--- src/core/ppo_pkg.sv ---
// ****************************************************************
// paired pwm output stage: shared constants and types
// ****************************************************************
package ppo_pkg;
  localparam int NUM_UNITS = 4;        // units sharing one interrupt line
  localparam int DW        = 16;       // duty / period / dead time width
  localparam int AW        = 7;        // register word address width

  // per-unit register offsets, unit index in addr[5:3]
  localparam logic [2:0] REG_CTRL   = 3'h0;
  localparam logic [2:0] REG_PERIOD = 3'h1;
  localparam logic [2:0] REG_DUTY_A = 3'h2;
  localparam logic [2:0] REG_DUTY_B = 3'h3;
  localparam logic [2:0] REG_DEAD   = 3'h4;
  localparam logic [2:0] REG_OUTCTL = 3'h5;
  localparam logic [2:0] REG_POL    = 3'h6;
  localparam logic [2:0] REG_DEBUG  = 3'h7;
  localparam logic [AW-1:0] GSTAT_ADDR = 7'h40;

  // field positions
  localparam int CTRL_IRQEN_BIT  = 0;
  localparam int CTRL_DOUBLE_BIT = 1;
  localparam int CTRL_RUN_BIT    = 2;
  localparam int OUTCTL_DIS_LSB  = 0;
  localparam int OUTCTL_XOVA_BIT = 4;
  localparam int OUTCTL_XOVB_BIT = 5;
  localparam int PIN_AH = 0;
  localparam int PIN_AL = 1;
  localparam int PIN_BH = 2;
  localparam int PIN_BL = 3;

  // reset values
  localparam logic [DW-1:0] REG_RST = 16'h0000;

  typedef enum logic [1:0] {
    PH_IDLE   = 2'b00,
    PH_FIRST  = 2'b01,
    PH_SECOND = 2'b10
  } ppo_phase_t;
endpackage

--- src/core/ppo_cfg_if.sv ---
`timescale 1ns/100ps
// ****************************************************************
// settings into one timing unit, pin levels and period start back
// ****************************************************************
interface ppo_cfg_if;
  logic                        run;
  logic                        dbl;
  logic [ppo_pkg::DW-1:0]      period;
  logic signed [ppo_pkg::DW-1:0] duty_a;
  logic signed [ppo_pkg::DW-1:0] duty_b;
  logic [ppo_pkg::DW-1:0]      dead;
  logic [3:0]                  dis;
  logic [1:0]                  xov;
  logic [3:0]                  pol;
  logic [3:0]                  pins;
  logic                        start;

  modport ctrl (output run, dbl, period, duty_a, duty_b, dead, dis, xov, pol,
                input pins, start);
  modport unit (input run, dbl, period, duty_a, duty_b, dead, dis, xov, pol,
                output pins, start);
endinterface

--- src/core/ppo_paired_pwm.sv ---
// Notes on behaviour
// - duty settings are held with sixteen bits of resolution.
// - single-update mode uses one duty value for both half periods.
// - double-update mode reloads duty values at mid period for the second half.
// - duty is signed count of half-period high-side on-time; zero is fifty percent.
// - pair a duty drives a outputs, pair b duty drives b outputs.
// - timing unit applies dead time and its raw signals are active high.
// - each of four disable bits forces its output off while set.
// - disable writes apply at period start, and mid period in double-update.
// - reset clears all four disable bits.
// - crossover swaps high-side and low-side signals onto the other pin.
// - reset clears both crossover bits.
// - dead time stays in force after the crossover swap.
// - each period start raises the unit interrupt when its enable is set.
// - four units share one interrupt line with a global status register.
// - writing one to a global status bit clears it.
// - a read-only debug register returns each unit's four pin levels.
// - dead time moves both edges equally, keeping patterns symmetric.
// - per-output polarity selects active level and may change while running.
//
// Implementation choices: the register addresses and the plain strobed port.
`timescale 1ns/100ps
module ppo_paired_pwm #(
  parameter int NU = ppo_pkg::NUM_UNITS,
  parameter int DW = ppo_pkg::DW
) (
  input  wire  logic                    clk_sys,
  input  wire  logic                    rst_b,
  input  wire  logic [ppo_pkg::AW-1:0]  reg_addr,
  input  wire  logic [DW-1:0]           reg_wdata,
  input  wire  logic                    reg_wr,
  input  wire  logic                    reg_rd,
  output logic       [DW-1:0]           reg_rdata,
  output logic       [NU-1:0]           high_side_a_out,
  output logic       [NU-1:0]           low_side_a_out,
  output logic       [NU-1:0]           high_side_b_out,
  output logic       [NU-1:0]           low_side_b_out,
  output logic                          period_irq
);
  // ****************************************************************
  // register storage
  // ****************************************************************
  logic [DW-1:0] ctrl_r   [NU];
  logic [DW-1:0] ctrl_nxt [NU];
  logic [DW-1:0] per_r    [NU];
  logic [DW-1:0] per_nxt  [NU];
  logic [DW-1:0] dua_r    [NU];
  logic [DW-1:0] dua_nxt  [NU];
  logic [DW-1:0] dub_r    [NU];
  logic [DW-1:0] dub_nxt  [NU];
  logic [DW-1:0] dead_r   [NU];
  logic [DW-1:0] dead_nxt [NU];
  logic [DW-1:0] oc_r     [NU];
  logic [DW-1:0] oc_nxt   [NU];
  logic [DW-1:0] pol_r    [NU];
  logic [DW-1:0] pol_nxt  [NU];
  logic [NU-1:0] gstat_r, gstat_nxt;
  logic [DW-1:0] rdata_r, rdata_nxt;
  logic          irq_r, irq_nxt;
  logic [3:0]    pins_w   [NU];
  logic [NU-1:0] start_w, en_w, set_w, clr_w;
  logic          gstat_hit;

  // ****************************************************************
  // register map
  // ****************************************************************
  // addr[6] low: unit in addr[5:3], register in addr[2:0]
  //   0 control: irq enable bit 0, double update bit 1, run bit 2
  //   1 switching period count, halved per half period
  //   2, 3 duty counts of pair a and pair b, signed
  //   4 dead time count
  //   5 disables ah al bh bl in bits 3:0, crossover a bit 4, b bit 5
  //   6 polarity, one bit per pin, set for active high
  //   7 pin level debug, read only
  // address 0x40 is the shared interrupt status, bit per unit, write one to clear
  // unused bits and unmapped words read zero, so writes to them are dropped

  // true when the word address selects register rsel of unit u
  function automatic logic unit_hit(input logic [ppo_pkg::AW-1:0] a,
                                    input int u, input logic [2:0] rsel);
    unit_hit = (a[6] == 1'b0) && (a[5:3] == 3'(u)) && (a[2:0] == rsel);
  endfunction

  // ****************************************************************
  // timing units
  // ****************************************************************
  ppo_cfg_if cfg_if [NU] ();

  genvar gi;
  generate
    for (gi = 0; gi < NU; gi++) begin : g_unit
      assign cfg_if[gi].run    = ctrl_r[gi][ppo_pkg::CTRL_RUN_BIT];
      assign cfg_if[gi].dbl    = ctrl_r[gi][ppo_pkg::CTRL_DOUBLE_BIT];
      assign cfg_if[gi].period = per_r[gi];
      assign cfg_if[gi].duty_a = $signed(dua_r[gi]);
      assign cfg_if[gi].duty_b = $signed(dub_r[gi]);
      assign cfg_if[gi].dead   = dead_r[gi];
      assign cfg_if[gi].dis    = oc_r[gi][ppo_pkg::OUTCTL_DIS_LSB +: 4];
      assign cfg_if[gi].xov    = {oc_r[gi][ppo_pkg::OUTCTL_XOVB_BIT],
                                  oc_r[gi][ppo_pkg::OUTCTL_XOVA_BIT]};
      assign cfg_if[gi].pol    = pol_r[gi][3:0];
      assign pins_w[gi]        = cfg_if[gi].pins;
      assign start_w[gi]       = cfg_if[gi].start;
      assign en_w[gi]          = ctrl_r[gi][ppo_pkg::CTRL_IRQEN_BIT];

      // pins leave straight from the unit's output flops
      assign high_side_a_out[gi] = cfg_if[gi].pins[ppo_pkg::PIN_AH];
      assign low_side_a_out[gi]  = cfg_if[gi].pins[ppo_pkg::PIN_AL];
      assign high_side_b_out[gi] = cfg_if[gi].pins[ppo_pkg::PIN_BH];
      assign low_side_b_out[gi]  = cfg_if[gi].pins[ppo_pkg::PIN_BL];

      ppo_unit #(
        .DW (DW)
      ) u_unit (
        .clk_sys (clk_sys),
        .rst_b   (rst_b),
        .cfg     (cfg_if[gi])
      );
    end
  endgenerate

  // ****************************************************************
  // register writes and global status
  // ****************************************************************
  always_comb begin
    for (int u = 0; u < NU; u++) begin
      ctrl_nxt[u] = ctrl_r[u];
      per_nxt[u]  = per_r[u];
      dua_nxt[u]  = dua_r[u];
      dub_nxt[u]  = dub_r[u];
      dead_nxt[u] = dead_r[u];
      oc_nxt[u]   = oc_r[u];
      pol_nxt[u]  = pol_r[u];
      if (reg_wr) begin
        if (unit_hit(reg_addr, u, ppo_pkg::REG_CTRL)) begin
          ctrl_nxt[u] = {13'h0000, reg_wdata[2:0]};
        end
        if (unit_hit(reg_addr, u, ppo_pkg::REG_PERIOD)) begin
          per_nxt[u] = reg_wdata;
        end
        // duty writes land in the staging copy; the unit shadows them
        if (unit_hit(reg_addr, u, ppo_pkg::REG_DUTY_A)) begin
          dua_nxt[u] = reg_wdata;
        end
        if (unit_hit(reg_addr, u, ppo_pkg::REG_DUTY_B)) begin
          dub_nxt[u] = reg_wdata;
        end
        if (unit_hit(reg_addr, u, ppo_pkg::REG_DEAD)) begin
          dead_nxt[u] = reg_wdata;
        end
        if (unit_hit(reg_addr, u, ppo_pkg::REG_OUTCTL)) begin
          oc_nxt[u] = {10'h000, reg_wdata[5:0]};
        end
        if (unit_hit(reg_addr, u, ppo_pkg::REG_POL)) begin
          pol_nxt[u] = {12'h000, reg_wdata[3:0]};
        end
      end
    end
    // a period start in the clearing cycle is kept: set wins over clear
    gstat_hit = reg_wr && (reg_addr == ppo_pkg::GSTAT_ADDR);
    set_w     = start_w & en_w;
    clr_w     = gstat_hit ? reg_wdata[NU-1:0] : {NU{1'b0}};
    gstat_nxt = (gstat_r & ~clr_w) | set_w;
    irq_nxt   = |gstat_nxt;
  end

  // ****************************************************************
  // register reads, data one cycle after the strobe
  // ****************************************************************
  always_comb begin
    rdata_nxt = 16'h0000;
    if (reg_rd) begin
      if (reg_addr == ppo_pkg::GSTAT_ADDR) begin
        rdata_nxt = {{(DW-NU){1'b0}}, gstat_r};
      end
      for (int u = 0; u < NU; u++) begin
        if (unit_hit(reg_addr, u, ppo_pkg::REG_CTRL)) begin
          rdata_nxt = ctrl_r[u];
        end
        if (unit_hit(reg_addr, u, ppo_pkg::REG_PERIOD)) begin
          rdata_nxt = per_r[u];
        end
        if (unit_hit(reg_addr, u, ppo_pkg::REG_DUTY_A)) begin
          rdata_nxt = dua_r[u];
        end
        if (unit_hit(reg_addr, u, ppo_pkg::REG_DUTY_B)) begin
          rdata_nxt = dub_r[u];
        end
        if (unit_hit(reg_addr, u, ppo_pkg::REG_DEAD)) begin
          rdata_nxt = dead_r[u];
        end
        if (unit_hit(reg_addr, u, ppo_pkg::REG_OUTCTL)) begin
          rdata_nxt = oc_r[u];
        end
        if (unit_hit(reg_addr, u, ppo_pkg::REG_POL)) begin
          rdata_nxt = pol_r[u];
        end
        if (unit_hit(reg_addr, u, ppo_pkg::REG_DEBUG)) begin
          rdata_nxt = {12'h000, pins_w[u]};
        end
      end
    end
  end

  // registers only
  always_ff @(posedge clk_sys or negedge rst_b) begin
    if (!rst_b) begin
      for (int u = 0; u < NU; u++) begin
        ctrl_r[u] <= ppo_pkg::REG_RST;
        per_r[u]  <= ppo_pkg::REG_RST;
        dua_r[u]  <= ppo_pkg::REG_RST;
        dub_r[u]  <= ppo_pkg::REG_RST;
        dead_r[u] <= ppo_pkg::REG_RST;
        oc_r[u]   <= ppo_pkg::REG_RST;
        pol_r[u]  <= ppo_pkg::REG_RST;
      end
      gstat_r <= {NU{1'b0}};
      rdata_r <= 16'h0000;
      irq_r   <= 1'b0;
    end else begin
      for (int u = 0; u < NU; u++) begin
        ctrl_r[u] <= ctrl_nxt[u];
        per_r[u]  <= per_nxt[u];
        dua_r[u]  <= dua_nxt[u];
        dub_r[u]  <= dub_nxt[u];
        dead_r[u] <= dead_nxt[u];
        oc_r[u]   <= oc_nxt[u];
        pol_r[u]  <= pol_nxt[u];
      end
      gstat_r <= gstat_nxt;
      rdata_r <= rdata_nxt;
      irq_r   <= irq_nxt;
    end
  end

  assign reg_rdata  = rdata_r;
  assign period_irq = irq_r;

  // ****************************************************************
  // checks
  // ****************************************************************
  property p_set_wins;
    @(posedge clk_sys) disable iff (!rst_b)
      (set_w != 0) |=> ((gstat_r & $past(set_w)) == $past(set_w)) && period_irq;
  endproperty
  a_set_wins: assert property (p_set_wins) else $error("period start lost");
  property p_w1c;
    @(posedge clk_sys) disable iff (!rst_b)
      (gstat_hit && ((reg_wdata[NU-1:0] & set_w) == 0))
        |=> ((gstat_r & $past(reg_wdata[NU-1:0])) == 0);
  endproperty
  a_w1c: assert property (p_w1c) else $error("status bit not cleared by one");
  property p_no_enable;
    @(posedge clk_sys) disable iff (!rst_b)
      (!gstat_hit && (set_w == 0)) |=> (gstat_r == $past(gstat_r));
  endproperty
  a_no_enable: assert property (p_no_enable) else $error("status moved without cause");
  property p_irq_line;
    @(posedge clk_sys) disable iff (!rst_b)
      period_irq == (gstat_r != 0);
  endproperty
  a_irq_line: assert property (p_irq_line) else $error("irq line disagrees with status");
  property p_debug_read;
    @(posedge clk_sys) disable iff (!rst_b)
      (reg_rd && unit_hit(reg_addr, 0, ppo_pkg::REG_DEBUG))
        |=> (reg_rdata == {12'h000, $past(pins_w[0])});
  endproperty
  a_debug_read: assert property (p_debug_read) else $error("debug read wrong");
  property p_dis_pin;
    @(posedge clk_sys) disable iff (!rst_b)
      (oc_r[0][ppo_pkg::PIN_BH] && ctrl_r[0][ppo_pkg::CTRL_RUN_BIT]) [*3]
        ##1 $stable(pol_r[0]) |-> ##[0:300] (high_side_b_out[0] == !pol_r[0][ppo_pkg::PIN_BH]);
  endproperty
  a_dis_pin: assert property (p_dis_pin) else $error("disabled output left on");
  property p_gstat_read;
    @(posedge clk_sys) disable iff (!rst_b)
      (reg_rd && (reg_addr == ppo_pkg::GSTAT_ADDR))
        |=> (reg_rdata == {{(DW-NU){1'b0}}, $past(gstat_r)});
  endproperty
  a_gstat_read: assert property (p_gstat_read) else $error("status read wrong");
  property p_duty_read;
    @(posedge clk_sys) disable iff (!rst_b)
      (reg_rd && unit_hit(reg_addr, 0, ppo_pkg::REG_DUTY_A))
        |=> (reg_rdata == $past(dua_r[0]));
  endproperty
  a_duty_read: assert property (p_duty_read) else $error("duty read lost bits");
  property p_en_write;
    @(posedge clk_sys) disable iff (!rst_b)
      (reg_wr && unit_hit(reg_addr, 0, ppo_pkg::REG_CTRL))
        |=> (en_w[0] == $past(reg_wdata[ppo_pkg::CTRL_IRQEN_BIT]));
  endproperty
  a_en_write: assert property (p_en_write) else $error("interrupt enable not taken");
  property p_dis_write;
    @(posedge clk_sys) disable iff (!rst_b)
      (reg_wr && unit_hit(reg_addr, 0, ppo_pkg::REG_OUTCTL))
        |=> (cfg_if[0].dis == $past(reg_wdata[3:0]));
  endproperty
  a_dis_write: assert property (p_dis_write) else $error("disable bits not taken");
  property p_xov_write;
    @(posedge clk_sys) disable iff (!rst_b)
      (reg_wr && unit_hit(reg_addr, 0, ppo_pkg::REG_OUTCTL))
        |=> (cfg_if[0].xov == $past(reg_wdata[5:4]));
  endproperty
  a_xov_write: assert property (p_xov_write) else $error("crossover bits not taken");
  property p_idle_pin;
    @(posedge clk_sys) disable iff (!rst_b)
      !ctrl_r[0][ppo_pkg::CTRL_RUN_BIT] ##1 !ctrl_r[0][ppo_pkg::CTRL_RUN_BIT]
        |=> (high_side_a_out[0] == !$past(pol_r[0][ppo_pkg::PIN_AH]));
  endproperty
  a_idle_pin: assert property (p_idle_pin) else $error("stopped pin not at off level");
endmodule

--- src/core/ppo_unit.sv ---
`timescale 1ns/100ps
// ****************************************************************
// one center-aligned two-pair timing unit
// ****************************************************************
module ppo_unit #(
  parameter int DW = ppo_pkg::DW
) (
  input  wire logic clk_sys,
  input  wire logic rst_b,
  ppo_cfg_if.unit   cfg
);
  ppo_pkg::ppo_phase_t st_r, st_nxt;
  logic [DW-1:0]        cnt_r, cnt_nxt, half_r, half_nxt;
  logic signed [DW-1:0] da_r, da_nxt, db_r, db_nxt;
  logic [DW-1:0]        dt_r, dt_nxt;
  logic [3:0]           dis_r, dis_nxt, pins_r, pins_nxt;
  logic [1:0]           xov_r, xov_nxt;
  logic                 start_r, start_nxt;
  logic                 load, at_end, running;
  logic [DW-1:0]        half_last, pos;
  logic signed [DW+1:0] sp, q, dx, dtx, thr_on, thr_off;
  logic [3:0]           on_v;
  logic                 h_on, l_on;

  // ****************************************************************
  // half-cycle sequencing and shadow loading
  // ****************************************************************
  always_comb begin
    st_nxt    = st_r;
    cnt_nxt   = cnt_r;
    start_nxt = 1'b0;
    load      = 1'b0;
    half_last = half_r - 16'h0001;
    at_end    = (cnt_r >= half_last);
    case (st_r)
      ppo_pkg::PH_IDLE: begin
        if (cfg.run && (cfg.period[DW-1:1] != 15'h0000)) begin
          st_nxt    = ppo_pkg::PH_FIRST;
          cnt_nxt   = 16'h0000;
          load      = 1'b1;
          start_nxt = 1'b1;
        end
      end
      ppo_pkg::PH_FIRST: begin
        if (!cfg.run) begin
          st_nxt = ppo_pkg::PH_IDLE;
        end else if (at_end) begin
          st_nxt  = ppo_pkg::PH_SECOND;
          cnt_nxt = 16'h0000;
          load    = cfg.dbl;
        end else begin
          cnt_nxt = cnt_r + 16'h0001;
        end
      end
      ppo_pkg::PH_SECOND: begin
        if (!cfg.run) begin
          st_nxt = ppo_pkg::PH_IDLE;
        end else if (at_end) begin
          st_nxt    = ppo_pkg::PH_FIRST;
          cnt_nxt   = 16'h0000;
          load      = 1'b1;
          start_nxt = 1'b1;
        end else begin
          cnt_nxt = cnt_r + 16'h0001;
        end
      end
      default: begin
        st_nxt = ppo_pkg::PH_IDLE;
      end
    endcase
    if (!cfg.run) begin
      cnt_nxt = 16'h0000;
    end
    // shadow copies only move at update points so a period stays coherent
    half_nxt = load ? {1'b0, cfg.period[DW-1:1]} : half_r;
    da_nxt   = load ? cfg.duty_a : da_r;
    db_nxt   = load ? cfg.duty_b : db_r;
    dt_nxt   = load ? cfg.dead : dt_r;
    dis_nxt  = load ? cfg.dis : dis_r;
    xov_nxt  = load ? cfg.xov : xov_r;
  end

  // ****************************************************************
  // edge placement, crossover, dead time, disable and polarity
  // ****************************************************************
  always_comb begin
    running = (st_r != ppo_pkg::PH_IDLE);
    pos     = (st_r == ppo_pkg::PH_SECOND) ? (half_last - cnt_r) : cnt_r;
    sp      = $signed({2'b00, pos});
    q       = $signed({3'b000, half_r[DW-1:1]});
    dtx     = $signed({2'b00, dt_r});
    on_v    = 4'h0;
    h_on    = 1'b0;
    l_on    = 1'b0;
    for (int k = 0; k < 2; k++) begin
      dx = (k == 0) ? {{2{da_r[DW-1]}}, da_r} : {{2{db_r[DW-1]}}, db_r};
      // both edges move off the duty instant by the dead time
      thr_on  = q - dx + dtx;
      thr_off = q - dx - dtx;
      h_on = (sp >= thr_on);
      l_on = (sp < thr_off);
      // the swapped pair keeps the gap, so shoot-through cover survives
      on_v[2*k]   = xov_r[k] ? l_on : h_on;
      on_v[2*k+1] = xov_r[k] ? h_on : l_on;
    end
    for (int i = 0; i < 4; i++) begin
      // polarity is live, a disabled pin sits at its off level
      pins_nxt[i] = (running && on_v[i] && !dis_r[i]) ? cfg.pol[i] : !cfg.pol[i];
    end
  end

  // registers only
  always_ff @(posedge clk_sys or negedge rst_b) begin
    if (!rst_b) begin
      st_r    <= ppo_pkg::PH_IDLE;
      cnt_r   <= 16'h0000;
      half_r  <= 16'h0000;
      da_r    <= 16'h0000;
      db_r    <= 16'h0000;
      dt_r    <= 16'h0000;
      dis_r   <= 4'h0;
      xov_r   <= 2'h0;
      pins_r  <= 4'hF;
      start_r <= 1'b0;
    end else begin
      st_r    <= st_nxt;
      cnt_r   <= cnt_nxt;
      half_r  <= half_nxt;
      da_r    <= da_nxt;
      db_r    <= db_nxt;
      dt_r    <= dt_nxt;
      dis_r   <= dis_nxt;
      xov_r   <= xov_nxt;
      pins_r  <= pins_nxt;
      start_r <= start_nxt;
    end
  end

  assign cfg.pins  = pins_r;
  assign cfg.start = start_r;

  // ****************************************************************
  // checks
  // ****************************************************************
  property p_dis_off;
    @(posedge clk_sys) disable iff (!rst_b)
      dis_r[0] |=> (pins_r[0] == !$past(cfg.pol[0]));
  endproperty
  a_dis_off: assert property (p_dis_off) else $error("disabled pin not at off level");
  property p_dis_shadow;
    @(posedge clk_sys) disable iff (!rst_b)
      (dis_r != $past(dis_r)) |-> $past(load);
  endproperty
  a_dis_shadow: assert property (p_dis_shadow) else $error("disable moved off an update");
  property p_single_mid;
    @(posedge clk_sys) disable iff (!rst_b)
      (st_r == ppo_pkg::PH_FIRST && at_end && cfg.run && !cfg.dbl) |=> $stable(da_r);
  endproperty
  a_single_mid: assert property (p_single_mid) else $error("duty reloaded mid period");
  property p_double_mid;
    @(posedge clk_sys) disable iff (!rst_b)
      (st_r == ppo_pkg::PH_FIRST && at_end && cfg.run && cfg.dbl)
        |=> (da_r == $past(cfg.duty_a)) && (st_r == ppo_pkg::PH_SECOND);
  endproperty
  a_double_mid: assert property (p_double_mid) else $error("no mid period reload");
  property p_start_pos;
    @(posedge clk_sys) disable iff (!rst_b)
      start_r |-> (st_r == ppo_pkg::PH_FIRST) && (cnt_r == 16'h0000);
  endproperty
  a_start_pos: assert property (p_start_pos) else $error("period start misplaced");
  property p_idle_off;
    @(posedge clk_sys) disable iff (!rst_b)
      (st_r == ppo_pkg::PH_IDLE) |=> (pins_r == ~$past(cfg.pol));
  endproperty
  a_idle_off: assert property (p_idle_off) else $error("idle pins not off");
endmodule

--- config.mk ---
export PLATFORM = sky130hd
export DESIGN_NAME = ppo_paired_pwm
export DESIGN_NICKNAME = d
export VERILOG_FILES = /design/src/core/ppo_pkg.sv /design/src/core/ppo_cfg_if.sv /design/src/core/ppo_paired_pwm.sv /design/src/core/ppo_unit.sv
export SDC_FILE = /design/constraint.sdc
export NUM_CORES = 2
export LEC_CHECK = 0
export BUFFER_PORTS_ARGS = -buffer_cell sky130_fd_sc_hd__buf_4
export CAP_MARGIN = 20
export CORE_MARGIN = 1.5
export CORE_UTILIZATION = 54
export DETAILED_ROUTE_END_ITERATION = 10
export GPL_TIMING_DRIVEN = 0
export PLACE_DENSITY_LB_ADDON = 0.2
export SYNTH_ARGS = -nofsm -noshare
export SYNTH_HDL_FRONTEND = slang
export SYNTH_SLANG_ARGS = --single-unit
--- constraint.sdc ---
create_clock -name clk_sys -period 6.3 [get_ports clk_sys]
set_clock_uncertainty 0.15 [all_clocks]
set_input_delay 0.63 -clock clk_sys [delete_from_list [all_inputs] [get_ports clk_sys]]
set_output_delay 0.63 -clock clk_sys [all_outputs]
set_load 0.01 [all_outputs]
==> Word-level counts from Yosys, hierarchy flattened <==
Cells that the tools add are included.
{ "op_classes": {"n_addsub": 36, "n_mul": 0, "div_mod_pow": 0, "order_cmp": 20, "eq_ne": 39, "n_shift": 0, "mux": 139, "n_bitwise": 5, "n_reduce_logical": 160} }
{ "ops": {"columns": ["op", "count"], "rows": [
  ["16-bit two-way mux", 49],
  ["18-bit by 17-bit adder with 18-bit output", 8],
  ["17-bit by 18-bit >= comparator with 1-bit output", 8],
  ["17-bit by 18-bit < comparator with 1-bit output", 8],
  ["18-bit by 17-bit subtractor with 18-bit output", 8],
  ["15-bit by 16-bit subtractor with 17-bit output", 8],
  ["16-bit one-hot mux with 2 select lines", 4],
  ["1-bit logical AND", 73],
  ["16-bit by 1-bit adder with 16-bit output (second input constant)", 4],
  ["16-bit >= comparator", 4],
  ["2-bit AND reduction", 32],
  ["15-bit by 1-bit subtractor with 16-bit output (second input constant)", 4],
  ["16-bit subtractor", 4],
  ["15-bit nonzero test", 4],
  ["1-bit two-way mux", 52],
  ["3-bit by 2-bit != test with 1-bit output (second input constant)", 16],
  ["2-bit two-way mux", 20],
  ["1-bit zero test", 32],
  ["2-bit one-hot mux with 3 select lines", 4],
  ["3-bit by 2-bit == test with 1-bit output (second input constant)", 4],
  ["3-bit == test (second input constant)", 4],
  ["1-bit one-hot mux with 3 select lines", 4],
  ["3-bit AND reduction", 4],
  ["4-bit bitwise AND", 2],
  ["15 further kinds", 39]
]} }
{ "totals": {"register_bits": 697, "latchBits": 0, "mem_bits_rw": 0, "romBits": 0, "out_inout_bits": 33, "elab_cells": 470, "n_memories": 0} }

==> Longest topological paths before layout <==
{ "depth": {"ltp_word": 36, "ltp_mapped": 31, "ltp_nobuf": 31} }

==> Hierarchy <==
A second synthesis with hierarchy kept.
{ "unflattened": {"hier_cells": 6357, "hier_area_um2": 59121.7} }
{ "modules_own_cells": {"columns": ["mod", "n_inst", "cells_each", "area_each_um2", "seq_area_each_um2"], "rows": [
  ["ppo_paired_pwm", 1, 1364, 16246.8, 8232.9],
  ["ppo_unit at g_unit[1].u_unit", 1, 1255, 10765.3, 2307.2],
  ["ppo_unit at g_unit[2].u_unit", 1, 1247, 10746.6, 2307.2],
  ["ppo_unit at g_unit[3].u_unit", 1, 1253, 10689.0, 2307.2],
  ["ppo_unit at g_unit[0].u_unit", 1, 1238, 10674.0, 2307.2]
]} }

==> Worst setup path before layout <==
OpenSTA, ideal clock, no wires.
{ "synth_timing": {"path_type": "reg-to-reg", "from": "register g_unit[3].u_unit.half_r[2]", "to": "register g_unit[3].u_unit.pins_r[2]", "setup_ps": 75, "t_arrival_ps": 5461, "slack_ps": 614, "stages_incl_launch_ff": 28, "n_path_buf": 1, "path_cell_list": "dfrtp_1 ha_1 nor2b_1 o21ai_0 a21boi_0 o21ai_0 a21oi_1 o21ai_0 a21boi_0 o31a_1 ha_1 clkbuf_1 inv_1 a21o_1 a221oi_1 o41ai_1 nor2_1 o21bai_1 xor2_1 ha_1 nand2_1 o21ai_0 nor3_1 a21o_1 maj3_1 or4_1 o22ai_1 xnor2_1"} }
{ "synth_between": {"elab_chain_len": 8, "elab_cells_between_ends": 12} }
{ "synth_rtl": {"columns": ["item", "line_no", "text"], "rows": [
  ["start: declaration", "ppo_unit.sv:13", "logic [DW-1:0] cnt_r, cnt_nxt, half_r, half_nxt;"],
  ["start signal: assignment", "ppo_unit.sv:128", "half_r <= half_nxt;"],
  ["15-bit by 1-bit subtractor with 16-bit output", "ppo_unit.sv:33", "half_last = half_r - 16'h0001;"],
  ["16-bit subtractor", "ppo_unit.sv:88", "pos = (st_r == ppo_pkg::PH_SECOND) ? (half_last - cnt_r) : cnt_r;"],
  ["16-bit two-way mux", "ppo_unit.sv:88", null],
  ["17-bit by 18-bit >= comparator with 1-bit output / 17-bit by 18-bit < comparator with 1-bit output (equally long branches)", "ppo_unit.sv:100, ppo_unit.sv:101", null],
  ["1-bit two-way mux (*)", "ppo_unit.sv:103", "on_v[2*k] = xov_r[k] ? l_on : h_on;"],
  ["1-bit logical AND (*) (2 in series)", "ppo_unit.sv:108", "pins_nxt[i] = (running && on_v[i] && !dis_r[i]) ? cfg.pol[i] : !cfg.pol[i];"],
  ["1-bit two-way mux (*)", "ppo_unit.sv:108", null],
  ["via g_unit[3].u_unit.pins_nxt[2]", "ppo_unit.sv:16", "logic [3:0] dis_r, dis_nxt, pins_r, pins_nxt;"],
  ["end signal: assignment", "ppo_unit.sv:134", "pins_r <= pins_nxt;"],
  ["end: declaration", "ppo_unit.sv:16", null]
]} }
Mark *: on every way through the listed nets, which the timed path passes. The rest lies on a longest branch.
A chain may end at the register's enable or synchronous reset.

==> Final worst setup path <==
{ "layout_timing": {"from": "register g_unit[2].u_unit.half_r[2]", "to": "register g_unit[2].u_unit.pins_r[0]"} }
{ "layout_between": {"elab_chain_len": 8, "elab_cells_between_ends": 12} }
{ "layout_rtl": {"columns": ["item", "line_no"], "rows": [
  ["start: declaration", "ppo_unit.sv:13"],
  ["start signal: assignment", "ppo_unit.sv:128"],
  ["15-bit by 1-bit subtractor with 16-bit output", "ppo_unit.sv:33"],
  ["16-bit subtractor", "ppo_unit.sv:88"],
  ["16-bit two-way mux", "ppo_unit.sv:88"],
  ["17-bit by 18-bit >= comparator with 1-bit output / 17-bit by 18-bit < comparator with 1-bit output (equally long branches)", "ppo_unit.sv:100, ppo_unit.sv:101"],
  ["1-bit two-way mux (*)", "ppo_unit.sv:103"],
  ["1-bit logical AND (*) (2 in series)", "ppo_unit.sv:108"],
  ["1-bit two-way mux (*)", "ppo_unit.sv:108"],
  ["via g_unit[2].u_unit.pins_nxt[0]", "ppo_unit.sv:16"],
  ["end signal: assignment", "ppo_unit.sv:134"],
  ["end: declaration", "ppo_unit.sv:16"]
]} }
Marked as above.

==> impl_results.md <==
* Status: complete, but fails checks
* Failing checks: slew limit
* Delay-heaviest family, CP: compound AO/OA/AOI/OAI gates
* Worst R2R Path Depth at 24
* CP max FO at 8
* Initial Util at 0.544
* Vias post-DR at between 40000 and 50000
* Reg2reg end: g_unit[2].u_unit.cfg.pins[0]
* H-tree Lvls at 3
* Final hold vios at 0
* ANT nets after route at 0
* Vias/cell at around 6.2
* I/O pin count at 60
* Fin crit period at roughly 6 ns
* Final net count at around 7100
* Wire per inst at between 20 and 25 um
* # DRC at 0
* DRT iter0 DRCs at 4407
* RSZ-0062 raised after global routing: true
* # setup viols final at 0
* Mean Syn Cell Area at around 9.2 um2
* Fraction of registers with async set/reset at 1.00
* Setup crit end: g_unit[2].u_unit.cfg.pins[0]
* Port Buf Inserts at 53
* Final period util at 0.970
* Die width at 328 um
* Number of global-route vias before repair at 47600
* Slew Viols, Final at 2
* Biggest area consumer among synthesized cells: dfrtp_1
* Detailed Routing Iterations Pass 1 at 8
* Reg2Reg Launch Point: g_unit[2].u_unit.half_r[2]
* Worst EP arrival at ~6.5 ns
* Die Span Y at ~330 um
* GRT overflow at 0
* Setup CP Type: reg2reg
* Largest family of logic cells by synthesized area: compound AO/OA/AOI/OAI gates
* Worst Path Required at around 6.7 ns
* Worst slack, placed at -1.21 ns
* Hpwl dp at about 150000 um
* Crit path cell chain: or4_4, nor2_2, nand2_2, nor2_1, xor2_1, ha_2, and2_1, o21a_1, o21a_1, or3_1, o221a_2, a21o_1, a21oi_1, xnor2_1, mux2_4, ha_1, a2111oi_2, o21ai_0, o211ai_1, o311a_1, a31o_2, and3_1, o32ai_2, xnor2_1
* Slowest-stage cell, CP: or4_4
* Main synth FF type: dfrtp_1
* Area of the multi-input gates at 0.0384 mm2
* Row count at ~120
* Sequential share of the synthesized area at 0.306
* Global placement routability congestion at about 1.1
* Synth Instances at ~6200
* Number of buffers created by CTS at between 70 and 80
* Synthesized flop and latch total at about 700
* Synth area leaders: dfrtp_1, ha_1, mux2_2, xnor2_1, o21ai_0
* Post-Synth Adder-Cell Area at 0.165
* Max Fclk at ~160 MHz
* Core box area at 0.105 mm2
* Largest net degree at the start of global routing at 124
* Total clock sinks at about 700
* Worst skew pair latency at between 0.6 and 0.7 ns
* Max-cap violations at 0
* Max Root-Sink Buffers at 3
* First-pass GRT wire length at roughly 280000 um
* Fillers at approximately 9000
* Clk slew on worst S/H paths at roughly 0.07 ns
* Critical path startpoint: g_unit[2].u_unit.half_r[2]
* Mux cell area share after synthesis at 0.114
* Crit-path max cell delay at between 0.5 and 0.6 ns
* Clock Root Buffer: clkbuf_16
* Syn Nets at a little under 7000
* Synth Area in XOR/XNOR at 0.0622
* Max-slew headroom at -0.121
* Sequential Area at about 0.017 mm2
* Die Outline Area at around 0.11 mm2
* CP endpoint kind: register
* Top-count cell post-synth: ha_1
* Post-Synth Simple-Gate Area at 0.134
* CTS tree: built
* Worst Path Buf+Inv at 0
* Synthesized area at 0.0571 mm2
* Compound-gate portion of the synthesized area at 0.172
* Hold Startpoint: reg_wdata[2]
* Post-synth EDFFs at 0
* Worst hold path class: in2reg
* R2R Setup Slk at approximately 0.19 ns
* Worst setup margin at between 0.15 and 0.2 ns
* Initial antenna violation count at 11
* Share of post-route cells with drive strength above 1 at 0.177
* Worst-Margin Slew at 1.68 ns
* Post-synth cell types at 89
* Detailed Route WL at approximately 190000 um
* Share of the synthesized area in the top cell type at 0.299
* Warnings from Yosys at 0
* Number of cells on the critical path at 24
* Layout overhead on the synthesized area at 12.3%
* Hold Slack at ~0.22 ns
* Startpoint types: register
* Post-synth top cells: ha_1, dfrtp_1, mux2_2, inv_1, nor2_1
* Tot GR Track Use at 0.344
==> worst min-delay path: stages <==
cell     delay, ns
buf_4         0.15
nand2_1       0.06
a22o_1        0.13
==> metal layers <==
| metal | up-vias | share of wire | GRT usage |
|---|---|---|---|
| met5 | - | 0.00030 | 0 |
| met1 | 24100 | 0.43 | 0.460 |
| li1 | 22700 | - | - |
| met2 | 1715 | 0.45 | 0.545 |
| met4 | 10 | 0.037 | 0.122 |
| met3 | 364 | 0.081 | 0.0782 |
==> final cells by class <==
type / instances / area share
Tap cell: 1391 / 0.0272
Buffer: 200 / 0.0128
Antenna cell: 9 / 0.000352
Clock inverter: 29 / 0.00559
Multi-Input combinational cell: 4802 / 0.600
Sequential cell: 697 / 0.273
Clock buffer: 114 / 0.0357
Timing Repair Buffer: 135 / 0.0179
Inverter: 469 / 0.0275
==> flip-flops by register name, indices dropped and copies added (netlist names), 8 cells and up <==
signal                  count
g_unit.u_unit.da_r         64
g_unit.u_unit.dt_r         64
g_unit.u_unit.db_r         64
g_unit.u_unit.cnt_r        64
g_unit.u_unit.half_r       60
cfg_if.period              64
g_unit.u_unit.st_r          8
reg_rdata                  16
g_unit.u_unit.dis_r        16
cfg_if.dis                 16
cfg_if.duty_a              64
cfg_if.xov                  8
cfg_if.dead                64
g_unit.u_unit.cfg.pins     16
cfg_if.duty_b              64
cfg_if.pol                 16
g_unit.u_unit.xov_r         8
==> stage by stage <==
stage,instances,setup TNS [ns],area [um2],utilization
2_1_floorplan,6196,0,57100,-
3_3_place_gp,7640,-2342.26,59200,0.564
3_5_place_dp,7649,-9.71,59400,0.566
4_1_cts,7790,-0.0438,62700,0.597
5_1_grt,7838,-0.417,64000,0.610
6_report,7846,0,64100,0.610
==> what timing repair did <==
item,CTS,global route
pin swaps,29,98
hold buffers,1,0
endpoints found under the setup margin,16,16
buffers inserted,15,49
gates resized for setup,131,212
hold endpoints to repair,78,0
==> layout by cell type, fill, tap and decap left out, types with 25 or more instances in the layout <==
master,n
a211oi_1,31
nor3_1,120
mux2i_1,31
nand4_1,43
a22o_1,37
clkbuf_1,166
mux2_2,542
xnor2_1,271
nor4_1,50
xor2_1,111
clkbuf_16,80
ha_1,668
nand2b_1,90
a22oi_1,38
nor2_1,421
o211ai_1,36
o31ai_1,31
nand2_1,400
a21oi_1,327
a31oi_1,37
a221oi_1,28
o21bai_1,45
o21a_1,82
o21ai_0,327
and3_1,50
inv_1,465
nor2b_1,87
a21o_1,105
fa_1,25
buf_4,125
or2_2,30
dfrtp_1,674
buf_2,27
or3_1,51
nand3_1,115
o21ai_1,28
==> logic make-up (layout without fill, tap and decap cells) <==
logic type / after synthesis / in the layout
simple gates: 1583 / 1583
compound gates: 1500 / 1500
other cells: 0 / 9
mux: 580 / 580
flops: 697 / 697
xor+xnor: 405 / 405
fa+ha+maj: 734 / 734
buf+inv: 697 / 947
==> worst min-delay path by stage <==
stage                                   end  slack [ns]  cells after the start
2_1_floorplan                 cfg_if[0].dbl        0.18                      0
3_3_place_gp   g_unit[0].u_unit.cfg.pins[1]        0.29                      1
3_5_place_dp   g_unit[0].u_unit.cfg.pins[1]        0.30                      1
4_1_cts                          gstat_r[2]        0.19                      3
5_1_grt                 cfg_if[0].duty_a[7]        0.23                      2
6_report                         gstat_r[2]        0.22                      3
Power is not shown: default switching activity piles up to over one toggle a cycle in this logic, so the estimate is an artifact.
